<file path="config.mk">
export PLATFORM = sky130hd
export DESIGN_NAME = hsi_input
export DESIGN_NICKNAME = d
export VERILOG_FILES = /design/src/rtl/hsi_pkg.sv /design/src/rtl/hsi_input.sv
export VERILOG_INCLUDE_DIRS = /design/src /design/src/rtl
export SDC_FILE = /design/constraint.sdc
export NUM_CORES = 1
export LEC_CHECK = 0
export BUFFER_PORTS_ARGS = -buffer_cell sky130_fd_sc_hd__buf_2
export CAP_MARGIN = 0
export CORE_MARGIN = 2
export CORE_UTILIZATION = 40
export CTS_BUF_LIST = sky130_fd_sc_hd__clkbuf_8
export DETAILED_ROUTE_END_ITERATION = 10
export MAX_ROUTING_LAYER = met4
export PLACE_DENSITY_LB_ADDON = 0.3
export SLEW_MARGIN = 10
export SYNTH_ARGS = -nofsm -noshare
export SYNTH_HDL_FRONTEND = slang
export SYNTH_SLANG_ARGS = --single-unit
</file>
<file path="constraint.sdc">
create_clock -name sys_clk -period 2.45 [get_ports sys_clk]
set_clock_uncertainty 0.1 [all_clocks]
set_input_delay 0.1225 -clock sys_clk [delete_from_list [all_inputs] [get_ports sys_clk]]
set_output_delay 0.1225 -clock sys_clk [all_outputs]
set_load 0.05 [all_outputs]
</file>
<file path="src/rtl/hsi_consts.svh">
`ifndef HSI_CONSTS_SVH
`define HSI_CONSTS_SVH

// ----------------------------------------
// timing, clock and figures
// ----------------------------------------
`define HSI_CLK_HZ 20000000
`define HSI_MIN_PULSE_NS 50000
`define HSI_HOLD_NS 512000
// least time rounds up
`define HSI_MIN_PULSE_CYC ((`HSI_MIN_PULSE_NS * (`HSI_CLK_HZ / 1000000) + 999) / 1000)
`define HSI_HOLD_CYC ((`HSI_HOLD_NS * (`HSI_CLK_HZ / 1000000) + 999) / 1000)

// ----------------------------------------
// relay numbering and defaults
// ----------------------------------------
`define HSI_N_POINTS 4
`define HSI_CAP_FIRST_RELAY 17
`define HSI_INT_FIRST_RELAY 1
`define HSI_RELAY_W 5
`define HSI_MODE_CAPTURE 1'b0
`define HSI_MODE_INTERRUPT 1'b1

`endif

</file>
<file path="src/rtl/hsi_pkg.sv">
package hsi_pkg;
	typedef enum logic [2:0] {
		HSI_IDLE = 3'b001,
		HSI_HOLD = 3'b010,
		HSI_WAIT_LOW = 3'b100
	} hsi_int_state_t;
	typedef logic [4:0] hsi_relay_t;
endpackage : hsi_pkg

</file>
<file path="src/rtl/hsi_input.sv">
`timescale 1ns/1ps
`include "hsi_consts.svh"

module hsi_input #(
	parameter int N_POINTS = `HSI_N_POINTS,
	parameter int MIN_PULSE_CYC = `HSI_MIN_PULSE_CYC,
	parameter int HOLD_CYC = `HSI_HOLD_CYC
) (
	input wire logic sys_clk,
	input wire logic rst_n,
	input wire logic mode_sel,
	input wire logic [N_POINTS-1:0] field_in,
	input wire logic refresh_rd,
	output logic [N_POINTS-1:0] relay_q,
	output logic int_mode_q,
	output hsi_pkg::hsi_relay_t first_relay_q,
	output logic [N_POINTS-1:0] irq_q
);
	import hsi_pkg::*;

	localparam int CW = $clog2(HOLD_CYC + 1);

	// ----------------------------------------
	// mode selection and relay base
	// ----------------------------------------
	always_ff @(posedge sys_clk or negedge rst_n) begin
		if (!rst_n) begin
			int_mode_q <= `HSI_MODE_CAPTURE;
		end else begin
			int_mode_q <= mode_sel;
		end
	end

	always_ff @(posedge sys_clk or negedge rst_n) begin
		if (!rst_n) begin
			first_relay_q <= hsi_relay_t'(`HSI_CAP_FIRST_RELAY);
		end else if (int_mode_q == `HSI_MODE_INTERRUPT) begin
			first_relay_q <= hsi_relay_t'(`HSI_INT_FIRST_RELAY);
		end else begin
			first_relay_q <= hsi_relay_t'(`HSI_CAP_FIRST_RELAY);
		end
	end

	// ----------------------------------------
	// per-point conditioning
	// ----------------------------------------
	genvar g;
	generate
		for (g = 0; g < N_POINTS; g++) begin : g_pt
			logic s1_q;
			logic s2_q;
			logic prev_q;
			logic [CW-1:0] wid_q;
			logic [CW-1:0] hold_q;
			logic caught_q;
			logic seen_q;
			hsi_int_state_t st_q;
			logic qual;
			logic rise;

			always_ff @(posedge sys_clk or negedge rst_n) begin
				if (!rst_n) begin
					s1_q <= 1'b0;
					s2_q <= 1'b0;
					prev_q <= 1'b0;
				end else begin
					s1_q <= field_in[g];
					s2_q <= s1_q;
					prev_q <= s2_q;
				end
			end

			// ----------------------------------------
			// pulse width qualification
			// ----------------------------------------
			// width counter saturates so long pulses do not wrap
			always_ff @(posedge sys_clk or negedge rst_n) begin
				if (!rst_n) begin
					wid_q <= '0;
				end else if (!s2_q) begin
					wid_q <= '0;
				end else if (wid_q < CW'(MIN_PULSE_CYC)) begin
					wid_q <= wid_q + CW'(1);
				end
			end

			assign qual = s2_q && (wid_q == CW'(MIN_PULSE_CYC - 1));

			// ----------------------------------------
			// capture latch
			// ----------------------------------------
			// set wins over a refresh in the same cycle, so no pulse is lost
			always_ff @(posedge sys_clk or negedge rst_n) begin
				if (!rst_n) begin
					caught_q <= 1'b0;
				end else if (int_mode_q) begin
					caught_q <= 1'b0;
				end else if (qual && !seen_q) begin
					caught_q <= 1'b1;
				end else if (refresh_rd) begin
					caught_q <= 1'b0;
				end
			end

			// one catch per high level, so a long level shows for one scan only
			always_ff @(posedge sys_clk or negedge rst_n) begin
				if (!rst_n) begin
					seen_q <= 1'b0;
				end else if (int_mode_q) begin
					seen_q <= 1'b0;
				end else if (!s2_q) begin
					seen_q <= 1'b0;
				end else if (qual) begin
					seen_q <= 1'b1;
				end
			end

			// ----------------------------------------
			// interrupt hold
			// ----------------------------------------
			assign rise = s2_q && !prev_q;

			// retrigger only after input returns low, so a held level cannot refire
			always_ff @(posedge sys_clk or negedge rst_n) begin
				if (!rst_n) begin
					st_q <= HSI_IDLE;
				end else if (!int_mode_q) begin
					st_q <= HSI_IDLE;
				end else begin
					case (st_q)
						HSI_IDLE: begin
							if (rise) begin
								st_q <= HSI_HOLD;
							end
						end
						HSI_HOLD: begin
							if (hold_q == '0) begin
								st_q <= HSI_WAIT_LOW;
							end
						end
						HSI_WAIT_LOW: begin
							if (!s2_q) begin
								st_q <= HSI_IDLE;
							end
						end
						default: begin
							st_q <= HSI_IDLE;
						end
					endcase
				end
			end

			always_ff @(posedge sys_clk or negedge rst_n) begin
				if (!rst_n) begin
					hold_q <= '0;
				end else if (!int_mode_q) begin
					hold_q <= '0;
				end else if ((st_q == HSI_IDLE) && rise) begin
					hold_q <= CW'(HOLD_CYC - 1);
				end else if ((st_q == HSI_HOLD) && (hold_q != '0)) begin
					hold_q <= hold_q - CW'(1);
				end
			end

			// ----------------------------------------
			// reported outputs
			// ----------------------------------------
			always_ff @(posedge sys_clk or negedge rst_n) begin
				if (!rst_n) begin
					relay_q[g] <= 1'b0;
				end else if (int_mode_q) begin
					relay_q[g] <= (st_q == HSI_HOLD);
				end else begin
					relay_q[g] <= caught_q;
				end
			end

			always_ff @(posedge sys_clk or negedge rst_n) begin
				if (!rst_n) begin
					irq_q[g] <= 1'b0;
				end else if (int_mode_q) begin
					irq_q[g] <= (st_q == HSI_IDLE) && rise;
				end else begin
					irq_q[g] <= 1'b0;
				end
			end
		end
	endgenerate
endmodule : hsi_input

</file>
==> flow_summary.toml, run 1 <==
[placed_design]
post-place-ws_ns = 0.251
gp_congestion = 0.807
io_buffers = 17
hpwl_um = 9070

[logic_synthesis]
yosysSeqAreaShare = 0.526
async_flop_share = 1.00
ys_warn_count = 0
synthMuxAreaShare = 0.0199
yosys.cell_types.count = 66
synth-seq-cells = 154
synth_edf_count = 0
synth-xor-area-share = 0.0668
synthAdderAreaFrac = 0.0136
syn_area_per_cell_sq_um = 10.4
synthCells = 709
synth_ff_type = "dfrtp_1"
synth_top_family_by_area = "simple AND/OR/NAND/NOR gates"
synth_compound_area_frac = 0.109
syn_area_sq_um = 7340
synthSimpleGateAreaFrac = 0.235

[pwr]
powerDensity_nw_per_um2 = 698
p_switching_mw = 1.45
clock_power_share = 0.408
p_seq_frac = 0.474
power_mw = 5.85
p_comb_frac = 0.118
peakVddDrop_uv = 350
power.static_leakage_nw = 3.74
power.share.switching = 0.249
p_int_mw = 4.39

[setup_path]
cp-start-kind = "flop"
r2r_end = "g_pt[3].hold_q[10]"
r2r_slack_ns = 0.21
r2r_cells = 7
critical-path-slowest-cell = "dfrtp_1"
cpPeakStageDelay_ns = 0.40
reg2reg_from = "g_pt[3].hold_q[0]"
path_max_fanout = 4
cp_cell_sequence = "inv_1 -> ha_1 -> nor3b_1 -> and3_1 -> nor4b_1 -> xnor2_1 -> a21oi_1"
arrival_ns = 2.45
cp_data_required_time_ns = 2.66
end_kind = "flop"
crit_type = "reg2reg"

[grt]
antenna_found_initial = 0
grt_pass1_wl_um = 24300
gr-total-overflow = 0
grt_usage = 0.154
grt_max_degree = 74
grt_pass1_vias = 5310

[timing]
finalHoldViolations = 0
final.period_utilization = 0.916
clock.fmax_mhz = 445
rsz0062_at_grt = "no"
worstMarginPinSlew_ns = 0.926
finalCriticalPeriod_ns = 2.24
setup_slack_ns = 0.205
finalSetupViolations = 0
tns_ns = 0
maxSlewViolCount = 0
slew_headroom = 0.375

[clocking]
clkSlewWorstSetupHoldPaths_ns = 0.08
cts_tree = "done"
clk_path_buf_depth = 2
clock-root-buffer = "clkbuf_8"
worstSkewPairLatency_ns = 0.44
h-tree-depth = 4
cts_sinks = 154
cts-buffers-inserted = 17

[floorplan]
io_pins = 22
core_area_sq_um = 18000
die_x_um = 139
die_area_sq_um = 19500
start_util = 0.409
fp.dieH_um = 139
num_rows = 49

[worst_hold_path]
min_path_type = "in2async"

[route]
totalWireLength_um = 13700
ant_nets = 0
drc = 0
routed_via_density = 5.36
vias = 5321
dr.pass1.iters = 4
drt_iter0_markers = 315
wire_per_inst_um = 13.8

[layout]
diodes = 0
final_cell_mix = "dfrtp_1, a21oi_1, and2_1"
syn_to_final_growth_pct = 14.1
nNetsFinal = 768
fin_util = 0.466
final_common_cell = "dfrtp_1"
drive_gt1_frac = 0.132
fillers = 1630

[status]
outcome = "complete, no violations"

[job]
maxCapViolCount = 0
## stage by stage
step	cell area [sq um]	hold WS, ns	std cells
floorplan	7350	-0.273	711
global placement	7800	0.0877	955
detailed placement	7800	0.100	955
CTS	8370	0.170	993
global route	8380	0.177	993
finish	8380	0.164	993
## critical path, delay by kind of cell, from the launching register on
kind / cells / cell delay, ns
AO/OA/AOI/OAI: 1 / 0.08
XOR/XNOR: 1 / 0.17
adder cells (fa/ha/maj): 1 / 0.20
buffers and inverters: 1 / 0.10
flip-flops: 1 / 0.40
AND/OR/NAND/NOR: 3 / 1.05
## worst max-delay path by stage
stage,start,endpoint,depth (start not counted)
global route,g_pt[3].hold_q[0],g_pt[3].hold_q[6],7
CTS,g_pt[3].hold_q[0],g_pt[3].hold_q[10],7
detailed placement,g_pt[3].hold_q[0],g_pt[3].hold_q[10],7
finish,g_pt[3].hold_q[0],g_pt[3].hold_q[10],7
global placement,g_pt[0].hold_q[10],g_pt[0].hold_q[1],5
floorplan,g_pt[1].hold_q[0],g_pt[1].hold_q[10],9
## flip-flops by register name (all words and copies together) (netlist names)
signal         flops
g_pt.prev_q        4
int_mode_q         1
g_pt.wid_q        56
g_pt.s1_q          4
first_relay_q      1
irq_q              4
relay_q            4
g_pt.seen_q        4
g_pt.st_q         12
g_pt.s2_q          4
g_pt.hold_q       56
g_pt.caught_q      4
## routing by layer
metal	GRT usage	routed length [um]	vias to the layer above	share of wire
li1	-	-	2590	-
met1	0.192	6520	2650	0.48
met4	0.0654	269	0	0.020
met5	-	0	-	0
met3	0.0334	277	18	0.020
met2	0.244	6630	63	0.48
## repair_timing
item                                    in CTS  in global routing
resized for setup                            0                  1
buffers inserted                             0                  0
hold buffers                                 7                  0
hold endpoints to repair                    78                  0
endpoints found under the setup margin       0                  1
## kinds of logic (layout without fill, tap and decap cells)
group | count (synthesis) | count (layout)
DFF | 154 | 154
other | 2 | 4
and+or+nand+nor | 296 | 296
AOI/OAI and AO/OA | 129 | 129
muxes | 14 | 14
buffers and inverters | 50 | 103
adders and majority gates | 8 | 8
xor gates and xnor gates | 56 | 56
## power groups by stage
stage / clock network (mW) / registers, mW / logic [mW]
2_1_floorplan: 0 / 2.81 / 0.466
3_3_place_gp: 0 / 2.81 / 0.657
3_5_place_dp: 0 / 2.82 / 0.680
4_1_cts: 2.46 / 2.77 / 0.692
5_1_grt: 2.57 / 2.79 / 0.778
6_report: 2.38 / 2.77 / 0.690
## cells in the mapped netlist, drive strengths merged (9+ instances only)
cell | n | area (sq um)
o21ai | 22 | 110
dfrtp | 149 | 3730
nor2 | 43 | 161
clkbuf | 19 | 71.3
nor3 | 32 | 165
xor2 | 23 | 201
xnor2 | 33 | 289
a211oi | 14 | 105
nor4 | 21 | 153
nand2 | 40 | 150
and3 | 10 | 62.6
nor3b | 9 | 77.6
inv | 25 | 93.8
and2 | 45 | 283
mux2i | 9 | 90.1
nand3 | 21 | 105
nand2b | 14 | 87.6
nand4 | 9 | 56.3
a21oi | 56 | 280
## final cells by class
class | count | area (sq um) | area share
inverter | 25 | 93.8 | 0.0112
clock buffer | 19 | 262 | 0.0312
clock inverter | 12 | 245 | 0.0293
sequential | 154 | 3860 | 0.461
timing repair buffer | 47 | 347 | 0.0414
tap | 229 | 287 | 0.0342
multi-input combinational | 507 | 3280 | 0.392
(Power assumes the default switching activity.)
==> run 2, diff against run 1 <==
- ABC_AREA: unset -> 1
==> flow_summary.toml, run 2 <==
[status]
outcome = "complete, no violations"

[grt]
antenna_found_initial = 0
gr-total-overflow = 0
grt_pass1_wl_um = 30500
grt_max_degree = 69
grt_usage = 0.172
grt_pass1_vias = 6721

[placed_design]
hpwl_um = 12200
io_buffers = 17
post-place-ws_ns = 0.422
gp_congestion = 0.877

[pwr]
p_switching_mw = 3.00
p_seq_frac = 0.394
powerDensity_nw_per_um2 = 831
peakVddDrop_uv = 357
p_int_mw = 4.75
clock_power_share = 0.263
power.share.switching = 0.387
p_comb_frac = 0.344
power.static_leakage_nw = 4.64

[clocking]
cts_sinks = 154
worstSkewPairLatency_ns = 0.46
clkSlewWorstSetupHoldPaths_ns = 0.09
cts-buffers-inserted = 17
cts_hold_buffers = 7
clock-root-buffer = "clkbuf_8"
post_cts.repair.setup_buffers = 0
cts_tree = "done"
cts_resized = 0
clk_path_buf_depth = 2
h-tree-depth = 4

[timing]
final.period_utilization = 0.826
tns_ns = 0
worstMarginPinSlew_ns = 0.628
setup_slack_ns = 0.427
rsz0062_at_grt = "no"
clock.fmax_mhz = 494
finalHoldViolations = 0
finalCriticalPeriod_ns = 2.02
maxSlewViolCount = 0
finalSetupViolations = 0
slew_headroom = 0.580

[floorplan]
fp.dieH_um = 150
die_x_um = 150
io_pins = 22
num_rows = 53
die_area_sq_um = 22400
start_util = 0.406
core_area_sq_um = 20900

[logic_synthesis]
synthCells = 1112
synth_ff_type = "dfrtp_1"
yosysSeqAreaShare = 0.456
synth_top_family_by_area = "simple AND/OR/NAND/NOR gates"
synth_common_cells = "nand2_1, nor2_1, dfrtp_1, inv_1, nand3_1"
syn_area_per_cell_sq_um = 7.62
synth.most_common_cell = "nand2_1"
synthSimpleGateAreaFrac = 0.337
yosys.cell_types.count = 41
ys_warn_count = 0
yosysTopAreaCellShare = 0.440
synth-seq-cells = 154
synth.largest_area_cell = "dfrtp_1"
synth_compound_area_frac = 0.101
synthAdderAreaFrac = 0.0118
synthTopCellsByArea = "dfrtp_1, nand2_1, nor2_1"
syn_area_sq_um = 8470
synthMuxAreaShare = 0
synth_edf_count = 0
async_flop_share = 1.00
synth-xor-area-share = 0.00413

[route]
wire_per_inst_um = 12.1
vias = 6990
dr.pass1.iters = 7
ant_nets = 0
routed_via_density = 4.87
drt_iter0_markers = 399
drc = 0
totalWireLength_um = 17300

[layout]
nNetsFinal = 1162
largestRegisters = "g_pt.hold_q: 56 flops, g_pt.wid_q: 56 flops, g_pt.st_q: 12 flops"
final_common_cell = "nand2_1"
diodes = 0
drive_gt1_frac = 0.145
final_cell_mix = "nand2_1, nor2_1, dfrtp_1"
syn_to_final_growth_pct = 10.2

[setup_path]
r2r_slack_ns = 0.43
reg2reg_from = "g_pt[0].hold_q[0]"
crit_cells = 8
worst-path-buf-inv = 1
critical-path-slowest-cell = "dfrtp_1"
crit_type = "reg2reg"
cp_cell_sequence = "inv_1 -> ha_1 -> nand2_1 -> nor2_2 -> nand2_2 -> nand2_2 -> nand2_1 -> o21ai_0"
r2r_cells = 8
critPathLaunch = "g_pt[0].hold_q[0]"
path_max_fanout = 11
cp-start-kind = "flop"
cpLargestDelayFamily = "simple AND/OR/NAND/NOR gates"
cpPeakStageDelay_ns = 0.41
cp_data_required_time_ns = 2.73
arrival_ns = 2.30
end_kind = "flop"

[worst_hold_path]
min_path_type = "in2async"

[job]
maxCapViolCount = 0
run 2: cell count changes after synthesis, sizes merged, moves of 33 or more:
cell | before | now
nand2 | 40 | 278
o21ai | 22 | 100
nand3 | 21 | 100
and2 | 45 | 1
inv | 25 | 157
xnor2 | 33 | 0
nor2 | 43 | 190
run 2: logic make-up after synthesis:
group	after synthesis
simple gates	624
fa+ha+maj	8
other cells	2
flops	154
compound gates	142
buf+inv	178
xor+xnor	4
run 2: power groups by stage:
| stage | logic, mW | clock network, mW | registers [mW] |
|---|---|---|---|
| after floorplan | 2.15 | 0 | 3.08 |
| after global placement | 2.62 | 0 | 3.10 |
| after detailed placement | 2.66 | 0 | 3.09 |
| after CTS | 2.68 | 2.11 | 3.05 |
| after global routing | 3.08 | 2.21 | 3.10 |
| final | 2.67 | 2.04 | 3.05 |
run 2: cell type report:
cell class | instances | area [sq um]
fillers | 2100 | 11600
multi-input cells | 782 | 3870
flip-flops and latches | 154 | 3860
inverters | 157 | 589
well taps | 275 | 344
repair buffers | 34 | 262
clock buffers | 18 | 248
clock inverters | 14 | 169
run 2: routing by layer:
| layer | track usage | share of wire | vias to the layer above |
|---|---|---|---|
| met4 | 0.0538 | 0.015 | 0 |
| met3 | 0.0345 | 0.032 | 25 |
| met5 | - | 0 | - |
| met2 | 0.272 | 0.47 | 102 |
| li1 | - | - | 3605 |
| met1 | 0.222 | 0.49 | 3258 |
run 2: path summary, 6_finish.rpt:
| path | to |
|---|---|
| max | g_pt[0].hold_q[0] |
| min reg2reg | g_pt[3].s2_q |
| max reg2reg | g_pt[0].hold_q[0] |
| min in group sys_clk | g_pt[0].s1_q |
| max in group asynchronous | g_pt[3].st_q[0] |
| min | g_pt[0].hold_q[9] |
run 2: through the flow:
step           hold WS, ns   util  total power, mW  instances  area [sq um]
6_report            0.0281  0.447             7.76       1434          9340
5_1_grt             0.0471  0.447             8.38       1434          9340
4_1_cts             0.0159  0.447             7.84       1434          9340
3_5_place_dp       -0.0360  0.424             5.75       1395          8850
3_3_place_gp       -0.0371  0.424             5.72       1395          8850
2_1_floorplan       -0.273      -             5.22       1114          8480
